--- src/pkg/spfcs_pkg.sv ---
// constants for the switch port flow control select register bank
package spfcs_pkg;
    localparam int SPFCS_ADDR_W = 12;
    localparam int SPFCS_DATA_W = 32;
    localparam int SPFCS_PORTS = 2;
    // register byte offsets
    localparam logic [11:0] SPFCS_PORT1_FC_OFS = 12'h1a0;
    localparam logic [11:0] SPFCS_PORT2_FC_OFS = 12'h1a4;
    // field positions
    localparam int SPFCS_BIT_SELECT = 0;
    localparam int SPFCS_BIT_TX_ALLOW = 1;
    localparam int SPFCS_BIT_RX_ALLOW = 2;
    localparam int SPFCS_BIT_TX_ACTIVE = 3;
    localparam int SPFCS_BIT_RX_ACTIVE = 4;
    localparam int SPFCS_BIT_DUPLEX = 5;
    localparam int SPFCS_BIT_BP = 6;
    localparam int SPFCS_RSV_LSB = 7;
    localparam logic [31:0] SPFCS_RDATA_RST = 32'h0000_0000;
    // pin sample layout, per port
    localparam int SPFCS_PIN_BP = 0;
    localparam int SPFCS_PIN_PAUSE = 1;
    localparam int SPFCS_PIN_SELECT = 2;
    localparam int SPFCS_PIN_ANEG_EN = 3;
    localparam int SPFCS_PIN_ANEG_RX = 4;
    localparam int SPFCS_PIN_ANEG_TX = 5;
    localparam int SPFCS_PIN_HALF = 6;
    localparam int SPFCS_PINS_PER_PORT = 7;
    localparam int SPFCS_PIN_W = 14;
    // last wait count, one below the two edges the synchroniser needs before pin samples are valid
    localparam logic [1:0] SPFCS_SYNC_WAIT = 2'h1;
    localparam logic [1:0] SPFCS_CNT_RST = 2'h0;
    // strap load sequencer, one-hot
    typedef enum logic [2:0] {
        SPFCS_ST_WAIT = 3'h1,
        SPFCS_ST_LOAD = 3'h2,
        SPFCS_ST_RUN = 3'h4
    } spfcs_state_t;
endpackage : spfcs_pkg

--- src/logic/spfcs_port_sel.sv ---
// effective pause selection for one switch port
`timescale 1ns/10ps
module spfcs_port_sel (
    // software settings
    input wire logic i_select,
    input wire logic i_rx_allow,
    input wire logic i_tx_allow,
    // negotiation and link state
    input wire logic i_aneg_en,
    input wire logic i_aneg_rx,
    input wire logic i_aneg_tx,
    input wire logic i_half,
    // effective settings
    output logic o_rx_eff,
    output logic o_tx_eff
);
    always_comb begin
        o_rx_eff = 1'b0;
        o_tx_eff = 1'b0;
        if (i_select) begin
            o_rx_eff = i_rx_allow & ~i_half;
            o_tx_eff = i_tx_allow & ~i_half;
        end else if (i_aneg_en) begin
            o_rx_eff = i_aneg_rx;
            o_tx_eff = i_aneg_tx;
        end else begin
            o_rx_eff = i_rx_allow;
            o_tx_eff = i_tx_allow;
        end
    end
endmodule : spfcs_port_sel

--- src/logic/spfcs_top.sv ---
// flow control select registers for switch ports 1 and 2
//
// Added by the designer: strobed register access.
`timescale 1ns/10ps
// Function
// - port 1 register at 1a0h, bits 31:7 reserved read-only
// - port 2 register at 1a4h, same layout and behaviour
// - bit 6 read-write, enables half-duplex backpressure
// - bit 5 read-only duplex, 0 full 1 half
// - bit 4 read-only, receive pause currently active
// - bit 3 read-only, transmit pause currently active
// - bit 2 read-write receive pause enable when software governs
// - bit 1 read-write transmit pause enable when software governs
// - select 0 with negotiation on: negotiated result, software bits ignored
// - select 0 with negotiation off: software bits apply
// - select 1: software bits govern in full duplex
// - writes never touch the advertised pause abilities
// - reads return the effective flow control state
// - writable bits load from per-port straps at reset
// - status reset value comes from several straps combined
module spfcs_top
    import spfcs_pkg::*;
(
    // clock and reset
    input wire logic i_mclk,
    input wire logic i_rst_b,
    // register port
    input wire logic [11:0] i_addr,
    input wire logic [31:0] i_wdata,
    input wire logic i_wr,
    input wire logic i_rd,
    output logic [31:0] o_rdata,
    // port 1 straps
    input wire logic i_port1_backpressure_pin_cfg,
    input wire logic i_port1_pause_pin_cfg,
    input wire logic i_port1_select_pin_cfg,
    // port 2 straps
    input wire logic i_port2_backpressure_pin_cfg,
    input wire logic i_port2_pause_pin_cfg,
    input wire logic i_port2_select_pin_cfg,
    // port 1 transceiver state
    input wire logic i_port1_aneg_enable,
    input wire logic i_port1_aneg_rx_pause,
    input wire logic i_port1_aneg_tx_pause,
    input wire logic i_port1_half_duplex,
    // port 2 transceiver state
    input wire logic i_port2_aneg_enable,
    input wire logic i_port2_aneg_rx_pause,
    input wire logic i_port2_aneg_tx_pause,
    input wire logic i_port2_half_duplex,
    // port 1 to switch engine
    output logic o_port1_rx_pause_active,
    output logic o_port1_tx_pause_active,
    output logic o_port1_backpressure_on,
    output logic o_port1_duplex_status,
    // port 2 to switch engine
    output logic o_port2_rx_pause_active,
    output logic o_port2_tx_pause_active,
    output logic o_port2_backpressure_on,
    output logic o_port2_duplex_status
);

    // one-hot port hit, zero when unmapped
    function automatic logic [1:0] port_hit(input logic [11:0] addr);
        logic [1:0] hit;
        hit = 2'h0;
        if (addr == SPFCS_PORT1_FC_OFS) begin
            hit = 2'h1;
        end else if (addr == SPFCS_PORT2_FC_OFS) begin
            hit = 2'h2;
        end
        return hit;
    endfunction : port_hit

    function automatic logic [31:0] pack_word(input logic bp, input logic dup,
                                              input logic rxa, input logic txa,
                                              input logic rx, input logic tx,
                                              input logic sel);
        logic [31:0] w;
        w = 32'h0000_0000;
        w[SPFCS_BIT_BP] = bp;
        w[SPFCS_BIT_DUPLEX] = dup;
        w[SPFCS_BIT_RX_ACTIVE] = rxa;
        w[SPFCS_BIT_TX_ACTIVE] = txa;
        w[SPFCS_BIT_RX_ALLOW] = rx;
        w[SPFCS_BIT_TX_ALLOW] = tx;
        w[SPFCS_BIT_SELECT] = sel;
        return w;
    endfunction : pack_word

    // pin synchroniser
    logic [13:0] pin_raw;
    logic [13:0] pin_meta_reg;
    logic [13:0] pin_sync_reg;
    assign pin_raw = {i_port2_half_duplex, i_port2_aneg_tx_pause, i_port2_aneg_rx_pause,
                      i_port2_aneg_enable, i_port2_select_pin_cfg, i_port2_pause_pin_cfg,
                      i_port2_backpressure_pin_cfg,
                      i_port1_half_duplex, i_port1_aneg_tx_pause, i_port1_aneg_rx_pause,
                      i_port1_aneg_enable, i_port1_select_pin_cfg, i_port1_pause_pin_cfg,
                      i_port1_backpressure_pin_cfg};
    always_ff @(posedge i_mclk or negedge i_rst_b) begin
        if (!i_rst_b) begin
            pin_meta_reg <= 14'h0000;
            pin_sync_reg <= 14'h0000;
        end else begin
            pin_meta_reg <= pin_raw;
            pin_sync_reg <= pin_meta_reg;
        end
    end

    // per-port views of the synchronised pins
    logic [1:0] strap_bp;
    logic [1:0] strap_pause;
    logic [1:0] strap_sel;
    logic [1:0] aneg_en;
    logic [1:0] aneg_rx;
    logic [1:0] aneg_tx;
    logic [1:0] half;

    always_comb begin
        for (int p = 0; p < SPFCS_PORTS; p++) begin
            strap_bp[p] = pin_sync_reg[p * SPFCS_PINS_PER_PORT + SPFCS_PIN_BP];
            strap_pause[p] = pin_sync_reg[p * SPFCS_PINS_PER_PORT + SPFCS_PIN_PAUSE];
            strap_sel[p] = pin_sync_reg[p * SPFCS_PINS_PER_PORT + SPFCS_PIN_SELECT];
            aneg_en[p] = pin_sync_reg[p * SPFCS_PINS_PER_PORT + SPFCS_PIN_ANEG_EN];
            aneg_rx[p] = pin_sync_reg[p * SPFCS_PINS_PER_PORT + SPFCS_PIN_ANEG_RX];
            aneg_tx[p] = pin_sync_reg[p * SPFCS_PINS_PER_PORT + SPFCS_PIN_ANEG_TX];
            half[p] = pin_sync_reg[p * SPFCS_PINS_PER_PORT + SPFCS_PIN_HALF];
        end
    end

    // strap load sequencer
    spfcs_state_t state_reg;
    spfcs_state_t state_next;
    logic [1:0] cnt_reg;
    logic [1:0] cnt_next;

    always_comb begin
        state_next = state_reg;
        cnt_next = cnt_reg;
        case (state_reg)
            SPFCS_ST_WAIT: begin
                cnt_next = 2'(cnt_reg + 2'h1);
                if (cnt_reg == SPFCS_SYNC_WAIT) begin
                    state_next = SPFCS_ST_LOAD;
                end
            end
            SPFCS_ST_LOAD: begin
                state_next = SPFCS_ST_RUN;
            end
            SPFCS_ST_RUN: begin
                state_next = SPFCS_ST_RUN;
            end
            default: begin
                state_next = SPFCS_ST_WAIT;
                cnt_next = SPFCS_CNT_RST;
            end
        endcase
    end

    always_ff @(posedge i_mclk or negedge i_rst_b) begin
        if (!i_rst_b) begin
            state_reg <= SPFCS_ST_WAIT;
            cnt_reg <= SPFCS_CNT_RST;
        end else begin
            state_reg <= state_next;
            cnt_reg <= cnt_next;
        end
    end

    // writable fields
    logic [1:0] bp_reg;
    logic [1:0] rx_allow_reg;
    logic [1:0] tx_allow_reg;
    logic [1:0] sel_reg;
    logic [1:0] bp_next;
    logic [1:0] rx_allow_next;
    logic [1:0] tx_allow_next;
    logic [1:0] sel_next;
    logic [1:0] hit;
    assign hit = port_hit(i_addr);
    always_comb begin
        bp_next = bp_reg;
        rx_allow_next = rx_allow_reg;
        tx_allow_next = tx_allow_reg;
        sel_next = sel_reg;
        if (state_reg == SPFCS_ST_LOAD) begin
            bp_next = strap_bp;
            rx_allow_next = strap_pause;
            tx_allow_next = strap_pause;
            sel_next = strap_sel;
        end else if (state_reg == SPFCS_ST_RUN && i_wr) begin
            for (int p = 0; p < SPFCS_PORTS; p++) begin
                if (hit[p]) begin
                    bp_next[p] = i_wdata[SPFCS_BIT_BP];
                    rx_allow_next[p] = i_wdata[SPFCS_BIT_RX_ALLOW];
                    tx_allow_next[p] = i_wdata[SPFCS_BIT_TX_ALLOW];
                    sel_next[p] = i_wdata[SPFCS_BIT_SELECT];
                end
            end
        end
    end

    always_ff @(posedge i_mclk or negedge i_rst_b) begin
        if (!i_rst_b) begin
            bp_reg <= 2'h0;
            rx_allow_reg <= 2'h0;
            tx_allow_reg <= 2'h0;
            sel_reg <= 2'h0;
        end else begin
            bp_reg <= bp_next;
            rx_allow_reg <= rx_allow_next;
            tx_allow_reg <= tx_allow_next;
            sel_reg <= sel_next;
        end
    end

    // effective selection per port
    logic [1:0] rx_eff;
    logic [1:0] tx_eff;
    for (genvar g = 0; g < SPFCS_PORTS; g++) begin : g_port
        spfcs_port_sel u_sel (
            .i_select(sel_reg[g]),
            .i_rx_allow(rx_allow_reg[g]),
            .i_tx_allow(tx_allow_reg[g]),
            .i_aneg_en(aneg_en[g]),
            .i_aneg_rx(aneg_rx[g]),
            .i_aneg_tx(aneg_tx[g]),
            .i_half(half[g]),
            .o_rx_eff(rx_eff[g]),
            .o_tx_eff(tx_eff[g])
        );
    end

    // status and engine outputs
    logic [1:0] rx_act_reg;
    logic [1:0] tx_act_reg;
    logic [1:0] dup_reg;
    logic [1:0] rx_act_next;
    logic [1:0] tx_act_next;
    logic [1:0] dup_next;
    always_comb begin
        rx_act_next = rx_act_reg;
        tx_act_next = tx_act_reg;
        dup_next = dup_reg;
        // status follows the effective selection and link state once the wait ends
        if (state_reg != SPFCS_ST_WAIT) begin
            rx_act_next = rx_eff;
            tx_act_next = tx_eff;
            dup_next = half;
        end
    end

    always_ff @(posedge i_mclk or negedge i_rst_b) begin
        if (!i_rst_b) begin
            rx_act_reg <= 2'h0;
            tx_act_reg <= 2'h0;
            dup_reg <= 2'h0;
        end else begin
            rx_act_reg <= rx_act_next;
            tx_act_reg <= tx_act_next;
            dup_reg <= dup_next;
        end
    end

    assign o_port1_rx_pause_active = rx_act_reg[0];
    assign o_port1_tx_pause_active = tx_act_reg[0];
    assign o_port1_backpressure_on = bp_reg[0];
    assign o_port1_duplex_status = dup_reg[0];
    assign o_port2_rx_pause_active = rx_act_reg[1];
    assign o_port2_tx_pause_active = tx_act_reg[1];
    assign o_port2_backpressure_on = bp_reg[1];
    assign o_port2_duplex_status = dup_reg[1];

    // read data, valid the cycle after the strobe only
    logic [31:0] rdata_reg;
    logic [31:0] rdata_next;

    always_comb begin
        rdata_next = SPFCS_RDATA_RST;
        if (i_rd) begin
            for (int p = 0; p < SPFCS_PORTS; p++) begin
                if (hit[p]) begin
                    rdata_next = pack_word(bp_reg[p], dup_reg[p], rx_act_reg[p],
                                           tx_act_reg[p], rx_allow_reg[p],
                                           tx_allow_reg[p], sel_reg[p]);
                end
            end
        end
    end

    always_ff @(posedge i_mclk or negedge i_rst_b) begin
        if (!i_rst_b) begin
            rdata_reg <= SPFCS_RDATA_RST;
        end else begin
            rdata_reg <= rdata_next;
        end
    end
    assign o_rdata = rdata_reg;
    // checks
    logic run;
    assign run = (state_reg == SPFCS_ST_RUN);
endmodule : spfcs_top

--- config.mk ---
export PLATFORM = sky130hd
export DESIGN_NAME = spfcs_top
export DESIGN_NICKNAME = d
export VERILOG_FILES = /design/src/pkg/spfcs_pkg.sv /design/src/logic/spfcs_port_sel.sv /design/src/logic/spfcs_top.sv
export SDC_FILE = /design/constraint.sdc
export NUM_CORES = 1
export LEC_CHECK = 0
export BUFFER_PORTS_ARGS = -buffer_cell sky130_fd_sc_hd__buf_2
export CAP_MARGIN = 10
export CELL_PAD_IN_SITES_DETAIL_PLACEMENT = 1
export CELL_PAD_IN_SITES_GLOBAL_PLACEMENT = 1
export CORE_MARGIN = 2
export CORE_UTILIZATION = 36
export CTS_BUF_LIST = sky130_fd_sc_hd__clkbuf_4
export CTS_CLUSTER_SIZE = 16
export DETAILED_ROUTE_END_ITERATION = 12
export PLACE_DENSITY_LB_ADDON = 0.25
export SLEW_MARGIN = 25
export SYNTH_ARGS = -nofsm -noshare
export SYNTH_HDL_FRONTEND = slang
export SYNTH_HIERARCHICAL = 1
export SYNTH_SLANG_ARGS = --single-unit
--- constraint.sdc ---
create_clock -name i_mclk -period 2.46 [get_ports i_mclk]
set_input_delay 0.123 -clock i_mclk [delete_from_list [all_inputs] [get_ports i_mclk]]
set_output_delay 0.123 -clock i_mclk [all_outputs]
set_load 0.02 [all_outputs]
# Word-level counts from Yosys, hierarchy flattened
# Cells that the tools add are included.
# classes
add_sub_neg	1
eq_ne	8
mux	32
bitwise	6
reduce_logical	7
# op_table
op	count
two-way mux 32 bit	2
== test 12 x 9 -> 1 bit (second input constant)	2
two-way mux 2 bit	10
two-way mux 1 bit	16
two-way mux 7 bit	1
case mux 3 bit (2 select lines)	1
nonzero test 2 bit	3
bitwise AND 1 bit	4
case mux 2 bit (2 select lines)	1
AND reduction 2 bit	2
== test 3 x 1 -> 1 bit (second input constant)	1
== test 3 x 2 -> 1 bit (second input constant)	1
== test 3 bit (second input constant)	1
two-way mux 3 bit	1
inequality test 3 x 1 -> 1 bit (second input constant)	1
adder 2 x 1 -> 2 bit (second input constant)	1
== test 2 x 1 -> 1 bit (second input constant)	1
inequality test 2 bit (second input constant)	1
NOT 1 bit	2
OR reduction 2 bit	1
logical AND 1 bit	1
# totals
reg_bits	79
in_bits	62
out_inout_bits	40
elab_cells	70

# Depth between registers and ports, before layout
# Gate-level depths: netlist (run 1).
# logic_depth
depth_word	6
depth_mapped	5

# Modules after synthesis
# Netlist (run 1), hierarchy kept.
# by_module_without_submodules
module	n_inst	cells_each	area_per_inst_um2	seq_area_each_um2
spfcs_top	1	150	2065.7	1352.5
spfcs_port_sel	2	6	43.8	0.0

# Worst setup path after synthesis (run 1)
# Ideal clock, no wire load.
# synth_timing
path_type	register to register
from	reg state_reg[1]
to	reg rx_allow_reg[0]
setup_time_ns	0.127
arrival_time_ns	1.593
path_slack_ns	0.739
stages_incl_launch_ff	5
period_less_slack_ns	1.721
cell_sequence	dfrtp_1 -> or4bb_4 -> nor4_4 -> mux2i_1 -> a21oi_1
# synth_via
elab_chain_cells	4
# synth_rtl
item	line_no	text
start: declaration	spfcs_top.sv:133	spfcs_state_t state_reg;
start signal: assignment	spfcs_top.sv:166	state_reg <= state_next;
== test 3 bit	spfcs_top.sv:192	end else if (state_reg == SPFCS_ST_RUN && i_wr) begin
logical AND 1 bit	spfcs_top.sv:192	
nonzero test 2 bit (no source line)	n/a	
AND reduction 2 bit (no source line)	n/a	
end signal: assignment	spfcs_top.sv:212	rx_allow_reg <= rx_allow_next;
end: declaration	spfcs_top.sv:173	logic [1:0] rx_allow_reg;
# Several ways; a longest one is shown, not always the timed one.
# A chain may end at the register's enable or synchronous reset.

# Final worst setup path (run 1)
# layout_timing
from	reg state_reg[1]
to	reg sel_reg[1]
# layout_via
elab_chain_cells	4
# layout_rtl
item	line_no	text
== test 3 bit	spfcs_top.sv:192	
logical AND 1 bit	spfcs_top.sv:192	
nonzero test 2 bit (no source line)	n/a	
AND reduction 2 bit (no source line)	n/a	
end signal: assignment	spfcs_top.sv:214	sel_reg <= sel_next;
end: declaration	spfcs_top.sv:175	logic [1:0] sel_reg;
# Several ways; a longest one is shown, not always the timed one.

==> qor.csv, run 1 <==
metric,value,unit
start_kind,register,
cts_made_buffers,5,
utilization,0.446,
synth_edf_count,0,
place_ws,0.566,ns
peakVddDrop,0.394,mV
rr_worst_depth,4,
rsz0062_at_grt,no,
powerDensity,601,nW/um2
yosys_register_bits,54,
io_pins,102,
yosysTopAreaCell,dfrtp_1,
synth.distinct_cells,25,
cts.sinks,54,
cts-root-buf,clkbuf_4,
syn_area_per_cell,13.3,um2
tritoncts,done,
die_x,81.3,um
avgRoutedWirePerCell,13.0,um
maxSlewViolCount,0,
first_pass_iters,2,
path_cells,or4bb_4 > nor4_4 > mux2i_1 > o21ai_1,
crit_required,2.71,ns
drive_gt1_frac,0.300,
vias_per_cell,4.42,
ys_top_cells_by_area,"dfrtp_1, buf_4, mux2i_1",
hold_class,input pin to register,
portBuffers,48,
num_antenna_cells,0,
syn_inst,162,
synth_area,2150,um2
worstPathMaxFanout,5,
slowest_stage,or4bb_4,
max_clock_freq,0.516,GHz
overflow,0,
setup_tns,0,ns
period_minus_slack,1.94,ns
fin_crit_sh,0.788,
synthArstFlopShare,1.00,
worstSkewPairLatency,0.37,ns
final-hold-violation-count,0,
ys_warn_count,6,
post_cts_buffers,0,
status,"complete, no violations",
antenna_left,0,
layout.area.seq,1350,um2
leakagePower,1.28,nW
grt.total_usage,0.133,
cp-end-kind,register,
multi_input_area,673,um2
min-delay-start,i_wdata[6],
area_growth_syn_to_layout,21.3,%
crit_type,register to register,
htree_levels,2,
die_area,6620,um2
nNetsFinal,293,
synthDominantCellAreaShare,0.616,
vias,1349,
setup_slack,0.521,ns
path_clk_slew,0.15,ns
die_h,81.3,um
slowest_delay,0.57,ns
nFillCells,642,
cp.arrival,2.19,ns
crit_end,sel_reg[1]$_DFFE_PN0P_,
synthFlopType,dfrtp_1,
rr_endpoint,sel_reg[1]$_DFFE_PN0P_,
antenna_found_initial,0,
synth-seq-area-share,0.628,
design.core.area,5850,um2
gp_congestion,0.742,
grt_pass1_vias,1339,
r2r_slack,0.52,ns
place_inst,283,
grt_max_degree,23,
dpl.hpwl,2880,um
drv_cap,0,
synth_common_cells,"dfrtp_1, buf_4, mux2i_1",
routed_wl,3960,um
initial_core_util,0.368,
rr_startpoint,state_reg[1]$_DFFE_PN0P_,
final_cells,305,
cp-startpoint,state_reg[1]$_DFFE_PN0P_,
cts_buffer_depth,2,
setup_viol,0,
grt_first_pass_wirelength,6390,um
rows,28,
drc_errors,0,
drtIter0Drc,25,
fin_skew,0.0173,ns
yosysMostFrequentCell,dfrtp_1,
power.total,0.00157,W
## worst max-delay path: cells and delay by family (launching register included)
family / cells / cell delay (ns)
AO/OA/AOI/OAI: 1 / 0.07
flip-flops: 1 / 0.46
multiplexers: 1 / 0.27
AND/OR/NAND/NOR: 2 / 1.02
## cell families after synthesis
kind of cell    share of synthesized area
mux                                 0.120
other cells                       0.00174
simple gates                        0.101
buf+inv                             0.101
compound gates                     0.0384
flops                               0.628
fa+ha+maj                         0.00581
xor+xnor                          0.00407
## timing repair
| item | in CTS | in global routing |
|---|---|---|
| hold buffers | 15 | 0 |
| hold endpoints to repair | 34 | 0 |
| resized for setup | 0 | 0 |
## where the power goes
part / leakage, nW / internal [W] / switching, W
Combinational: 0.593 / 0.0000683 / 0.0000955
Sequential: 0.646 / 0.000925 / 0.0000225
Clock: 0.0387 / 0.000206 / 0.000254
Total: 1.28 / 0.00120 / 0.000372
## metrics by stage
step           hold slack [ns]  area, um2
2_1_floorplan           -0.173       2240
3_3_place_gp            0.0978       2390
3_5_place_dp             0.104       2390
4_1_cts                 0.0210       2610
5_1_grt                 0.0138       2610
6_report                0.0274       2610
## metal layers
metal / vias to the layer above / part of all wire / global-route usage
met3: 8 / 0.050 / 0.0367
met5: - / 0 / 0
li1: 631 / - / -
met2: 48 / 0.52 / 0.225
met1: 662 / 0.41 / 0.160
met4: 0 / 0.015 / 0.0508
## worst min-delay path by stage
stage	to	slack, ns	depth (start not counted)
finish	bp_reg[1]$_DFFE_PN0P_	0.03	3
global route	bp_reg[1]$_DFFE_PN0P_	0.01	3
floorplan	bp_reg[0]$_DFFE_PN0P_	-0.17	0
global placement	o_rdata[5]$_DFF_PN0_	0.1	1
detailed placement	o_rdata[5]$_DFF_PN0_	0.10	1
CTS	bp_reg[1]$_DFFE_PN0P_	0.02	3
## final cells by class
class                   instances  area share
well taps                      75      0.0359
inverters                       4     0.00575
flip-flops and latches         54       0.518
multi-input cells             100       0.258
clock buffers                   5      0.0144
repair buffers                 65       0.155
clock inverters                 2      0.0129
## placed cells by master, fill, tap and decap left out, drive strengths merged, types with 2 or more instances in the layout
| cell | Yosys | routed |
|---|---|---|
| buf | 26 | 50 |
| nand2 | 10 | 10 |
| or4bb | 2 | 2 |
| nor4 | 2 | 2 |
| o21ai | 6 | 6 |
| conb | 1 | 25 |
| o22ai | 2 | 2 |
| a32o | 2 | 2 |
| mux2i | 19 | 19 |
| or4b | 2 | 2 |
| dlygate4sd3 | 0 | 15 |
| inv | 4 | 4 |
| nor2 | 14 | 14 |
| mux2 | 6 | 6 |
| dfrtp | 53 | 53 |
| a21oi | 4 | 4 |
| clkbuf | 2 | 5 |
Power figures use the tool's default switching activity.
==> run 2: changes to the inputs <==
==> constraint.sdc (replaced) <==
create_clock -name i_mclk -period 1.9 [get_ports i_mclk]
set_input_delay 0.095 -clock i_mclk [delete_from_list [all_inputs] [get_ports i_mclk]]
set_output_delay 0.095 -clock i_mclk [all_outputs]
set_load 0.02 [all_outputs]
==> run 2 against run 1 <==
  * Flip-flop and latch count unchanged
  * Routed wire length up 1.2%
  * Critical path depth up 1
  * Die area unchanged
  * Fmax up 6.2%
  * Sequential share of layout area down 1.3 points
  * Clock skew down 0.0018 ns
  * Combinational power up 32%
  * Non-clock buffer count up 3
  * Cell count up 1.3%
  * Critical path type unchanged
  * Critical endpoint is now rx_allow_reg[1]$_DFFE_PN0P_
  * Largest power group unchanged
  * Highest routed layer unchanged
==> qor.csv, run 2 (synthesis gave the netlist of run 1 again) <==
metric,value,unit,change
status,"complete, no violations",,
cp-end-kind,register,,
cp.arrival,2.06,ns,-0.13 ns
overflow,0,,unchanged
cts.repair.resized,0,,unchanged
routed_wl,4010,um,+1.2%
p_comb_frac,0.099,,-0.005
setup_tns,0,ns,unchanged
fin_crit_sh,0.961,,+0.173
crit_required,2.14,ns,-0.57 ns
drc_errors,0,,unchanged
crit_buf_inv,1,,+1
vias_per_cell,4.35,,-1.7%
critPathTopFamily,simple AND/OR/NAND/NOR gates,,
cts.sinks,54,,unchanged
final-hold-violation-count,0,,unchanged
p_switching,0.000489,W,+31%
power.total,0.00218,W,+39%
seq_power_share,0.561,,-0.042
netSwitchingFraction,0.224,,-0.0128
max_clock_freq,0.548,GHz,+6.2%
die_h,81.3,um,unchanged
nFillCells,643,,+0.16%
crit_type,register to register,,
drive_gt1_frac,0.312,,+0.0120
start_kind,register,,
rr_endpoint,rx_allow_reg[1]$_DFFE_PN0P_,,
io_pins,102,,unchanged
die_x,81.3,um,unchanged
gp_congestion,0.748,,+0.80%
clockPowerShare,0.339,,+0.046
rows,28,,unchanged
grt_first_pass_wirelength,6620,um,+3.6%
r2r_slack,0.07,ns,-0.45 ns
max_slew_margin,0.595,,
dpl.hpwl,2940,um,+2.1%
fin_skew,0.0156,ns,-0.00175 ns
die_area,6620,um2,unchanged
design.core.area,5850,um2,unchanged
post_cts_buffers,0,,unchanged
place_inst,286,,+1.1%
nNetsFinal,296,,+1.0%
maxSlewViolCount,0,,unchanged
avgRoutedWirePerCell,13.0,um,-0.12%
num_antenna_cells,0,,unchanged
first_pass_iters,2,,unchanged
mostFrequentLayoutCells,"dfrtp_1, buf_2, conb_1",,
leakagePower,1.31,nW,+2.7%
cts_hold_buffers,15,,unchanged
slowest_stage,or4bb_4,,
path_cells,or4bb_4 > nor4_4 > buf_4 > mux2i_1 > a21oi_1,,
peakVddDrop,0.496,mV,+26%
min-delay-start,i_wdata[0],,
worst_hold_path.endpoint,sel_reg[1]$_DFFE_PN0P_,,
hold_class,input pin to register,,
powerDensity,816,nW/um2,+36%
worstSkewPairLatency,0.36,ns,about the same
worstPathMaxFanout,4,,-1
grt_max_degree,29,,+26%
p_int,0.00169,W,+41%
vias,1343,,-0.44%
cts_made_buffers,5,,unchanged
path_clk_slew,0.15,ns,about the same
period_minus_slack,1.83,ns,-0.113 ns
worstMarginPinSlew,0.607,ns,
slowest_delay,0.57,ns,about the same
grt.total_usage,0.137,,+0.00416
area_growth_syn_to_layout,24.3,%,
rsz0062_at_grt,no,,
rr_startpoint,state_reg[0]$_DFFE_PN1P_,,
setup_viol,0,,unchanged
drtIter0Drc,15,,-40%
antenna_left,0,,unchanged
initial_core_util,0.368,,unchanged
grt_pass1_vias,1388,,+3.7%
antenna_found_initial,0,,unchanged
htree_levels,2,,unchanged
portBuffers,48,,unchanged
final_cells,309,,+1.3%
final_common_cell,dfrtp_1,,
drv_cap,0,,unchanged
whs_path_depth,3,,unchanged
cts_buffer_depth,2,,unchanged
tritoncts,done,,
cts-root-buf,clkbuf_4,,
rr_worst_depth,5,,+1
## run 2: layout make-up
cell class              count  area, um2  share of cell area
inverters                   4       15.0             0.00561
repair buffers             68        440               0.165
multi-input cells         100        673               0.252
clock buffers               5       37.5              0.0140
flip-flops and latches     54       1350               0.505
well taps                  75       93.8              0.0351
clock inverters             3       63.8              0.0238
## run 2: worst register-to-register path: stages, from the launching register on
cell and delay [ns]:
dfstp_2 0.42, or4bb_4 0.57, nor4_4 0.22, buf_4 0.19
mux2i_1 0.22, a21oi_1 0.09
## run 2: power by group through the flow
stage	Clock (W)	Sequential, W	Combinational (W)
final	0.000741	0.00123	0.000217
after global routing	0.000808	0.00123	0.000242
after CTS	0.000769	0.00123	0.000219
after detailed placement	0	0.00125	0.000195
after global placement	0	0.00125	0.000191
after floorplan	0	0.00125	0.000136
## run 2: how the worst max path moves through the flow
stage,start,endpoint,slack [ns],cells after the start
CTS,state_reg[0]$_DFFE_PN1P_,rx_allow_reg[1]$_DFFE_PN0P_,0.06,5
finish,state_reg[0]$_DFFE_PN1P_,rx_allow_reg[1]$_DFFE_PN0P_,0.07,5
floorplan,state_reg[1]$_DFFE_PN0P_,rx_allow_reg[0]$_DFFE_PN0P_,0.18,4
global route,state_reg[0]$_DFFE_PN1P_,rx_allow_reg[1]$_DFFE_PN0P_,0.02,5
global placement,state_reg[0]$_DFFE_PN1P_,rx_allow_reg[1]$_DFFE_PN0P_,0.16,5
detailed placement,state_reg[0]$_DFFE_PN1P_,rx_allow_reg[1]$_DFFE_PN0P_,0.1,5
## run 2: layer usage
layer / up-vias / global-route usage / wire, um / part of all wire
li1: 637 / - / - / -
met1: 653 / 0.158 / 1630 / 0.41
met2: 49 / 0.243 / 2150 / 0.54
met3: 4 / 0.0389 / 189 / 0.047
met4: 0 / 0.0441 / 39 / 0.0097
met5: - / 0 / 0 / 0
## run 2: through the flow
step	hold WS [ns]	area (um2)	worst slack [ns]	utilization
floorplan	-0.201	2240	0.179	-
global placement	0.130	2420	0.160	0.414
detailed placement	0.141	2420	0.0972	0.414
CTS	0.0221	2680	0.0597	0.457
global route	0.0271	2680	0.0232	0.457
finish	0.0374	2680	0.0739	0.457
==> run 3: changes to the inputs <==
--- a/config.mk
+++ b/config.mk
@@ -5,15 +5,15 @@
 export SDC_FILE = /design/constraint.sdc
 export NUM_CORES = 1
 export LEC_CHECK = 0
-export BUFFER_PORTS_ARGS = -buffer_cell sky130_fd_sc_hd__buf_2
 export CAP_MARGIN = 10
 export CELL_PAD_IN_SITES_DETAIL_PLACEMENT = 1
 export CELL_PAD_IN_SITES_GLOBAL_PLACEMENT = 1
 export CORE_MARGIN = 2
-export CORE_UTILIZATION = 36
-export CTS_BUF_LIST = sky130_fd_sc_hd__clkbuf_4
+export CORE_UTILIZATION = 47
+export CTS_BUF_LIST = sky130_fd_sc_hd__clkbuf_16
 export CTS_CLUSTER_SIZE = 16
 export DETAILED_ROUTE_END_ITERATION = 12
+export DONT_BUFFER_PORTS = 1
 export PLACE_DENSITY_LB_ADDON = 0.25
 export SLEW_MARGIN = 25
 export SYNTH_ARGS = -nofsm -noshare
==> run 3 against run 2 <==
  * Non-clock buffer count shrank 48
  * Die area shrank 22%
  * Largest power group unchanged
  * Critical endpoint is now tx_allow_reg[1]$_DFFE_PN0P_
  * Highest routed layer unchanged
  * Critical path depth is the same
  * Largest cell class unchanged
==> qor.csv, run 3 (synthesis gave the netlist of run 1 again) <==
metric,value,unit,change
gp_congestion,0.805,,+7.7%
cts-root-buf,clkbuf_16,,
cts.sinks,54,,unchanged
utilization,0.563,,+0.106
mostFrequentLayoutCells,"dfrtp_1, conb_1, mux2i_1",,
num_antenna_cells,0,,unchanged
cp-end-kind,register,,
start_kind,register,,
io_pins,102,,unchanged
first_pass_iters,4,,+2
drtIter0Drc,69,,+54
nFillCells,439,,-32%
grt_pass1_vias,1288,,-7.2%
maxSlewViolCount,0,,unchanged
antenna_left,0,,unchanged
period_minus_slack,1.81,ns,-0.0196 ns
path_clk_slew,0.07,ns,-0.08 ns
powerDensity,940,nW/um2,+15%
worstSkewPairLatency,0.29,ns,-0.07 ns
status,"complete, no violations",,
place_inst,213,,-26%
worstPathMaxFanout,4,,unchanged
fin_crit_sh,0.951,,-0.0103
drv_cap,0,,unchanged
cts_made_buffers,5,,unchanged
leakagePower,1.14,nW,-13%
drc_errors,0,,unchanged
cp.arrival,1.97,ns,-0.09 ns
initial_core_util,0.491,,+0.123
antenna_found_initial,0,,unchanged
grt_first_pass_wirelength,6620,um,+0.11%
final-hold-violation-count,0,,unchanged
avgRoutedWirePerCell,16.7,um,+29%
die_x,71.7,um,-12%
power.total,0.00232,W,+6.4%
setup_tns,0,ns,unchanged
drive_gt1_frac,0.134,,-0.178
portBuffers,0,,-100%
multi_input_area,673,um2,unchanged
crit_type,register to register,,
design.core.area,4380,um2,-25%
rows,24,,-14%
die_area,5140,um2,-22%
final_cells,238,,-23%
max_clock_freq,0.554,GHz,+1.1%
crit_required,2.07,ns,-0.07 ns
hold_class,input pin to register,,
fin_skew,0.00478,ns,-0.0108 ns
nNetsFinal,248,,-16%
peakVddDrop,1.00,mV,+100%
cts.repair.resized,0,,unchanged
final_common_cell,dfrtp_1,,
dpl.hpwl,2780,um,-5.4%
tritoncts,done,,
setup_viol,0,,unchanged
layout.area.seq,1350,um2,unchanged
vias_per_cell,5.00,,+15%
cts_buffer_depth,2,,unchanged
grt.total_usage,0.177,,+0.0398
routed_wl,3980,um,-0.80%
overflow,0,,unchanged
rsz0062_at_grt,no,,
vias,1189,,-11%
htree_levels,2,,unchanged
die_h,71.7,um,-12%
grt_max_degree,55,,+90%
area_growth_syn_to_layout,14.7,%,
design_area,2470,um2,-7.7%
placed_area,2130,um2,-12%
[run 3: changes by cell type in the layout (fill, tap and decap cells not counted)]
cell	change
buf_2	-48
clkbuf_16	+5
clkbuf_4	-5
bufinv_16	-2
buf_12	-1
buf_16	+1
buf_4	-1
clkinv_1	-1
clkinv_4	+1
dlygate4sd3_1	+1
inv_6	+1
inv_8	+1
[run 3: routing by layer]
metal	vias up	GRT usage	routed length, um
met5	-	0	0
met4	0	0.0755	70
met3	7	0.0549	258
met2	44	0.311	2180
met1	598	0.198	1460
li1	540	-	-
[run 3: cell type report]
| type | instances | share of cell area |
|---|---|---|
| inverters | 4 | 0.00608 |
| clock buffers | 5 | 0.0507 |
| flip-flops and latches | 54 | 0.548 |
| clock inverters | 3 | 0.0117 |
| repair buffers | 20 | 0.0851 |
| well taps | 52 | 0.0263 |
| multi-input cells | 100 | 0.273 |
[run 3: final timing paths]
check                                                    to  depth (start not counted)  slack [ns]                       from
worst max-delay path            tx_allow_reg[1]$_DFFE_PN0P_                          5        0.09   state_reg[0]$_DFFE_PN1P_
worst min-delay path                  bp_reg[1]$_DFFE_PN0P_                          2       0.005                 i_wdata[6]
worst max register to register  tx_allow_reg[1]$_DFFE_PN0P_                          5        0.09   state_reg[0]$_DFFE_PN1P_
worst min register to register    pin_sync_reg[7]$_DFF_PN0_                          0        0.35  pin_meta_reg[7]$_DFF_PN0_
max in group asynchronous          state_reg[0]$_DFFE_PN1P_                          2        1.29                    i_rst_b
min in group asynchronous         pin_meta_reg[1]$_DFF_PN0_                          2        0.34                    i_rst_b
[run 3: power by group]
group          leakage (nW)  switching, W  total, W  internal, W
combinational         0.414     0.0000946  0.000157    0.0000625
clock                0.0763      0.000418  0.000922     0.000504
sequential            0.646     0.0000466   0.00124      0.00120
[run 3: what timing repair did]
action	CTS	global route
endpoints found under the hold margin	75	0
setup endpoints to repair	0	0
hold buffers	17	0
setup buffers	0	0
[run 3: critical path, stage by stage, from the launching register on]
cell and delay (ns):
dfstp_2 0.39, or4bb_4 0.57, nor4_4 0.24, buf_4 0.20, mux2i_1 0.19, a21oi_1 0.09
[run 3: metrics by stage]
step / hold slack (ns) / setup slack (ns)
after global routing: 0.0212 / 0.00531
after global placement: -0.200 / 0.178
after floorplan: -0.201 / 0.179
after CTS: 0.00237 / 0.0812
final: 0.00504 / 0.0934
after detailed placement: -0.199 / 0.0930
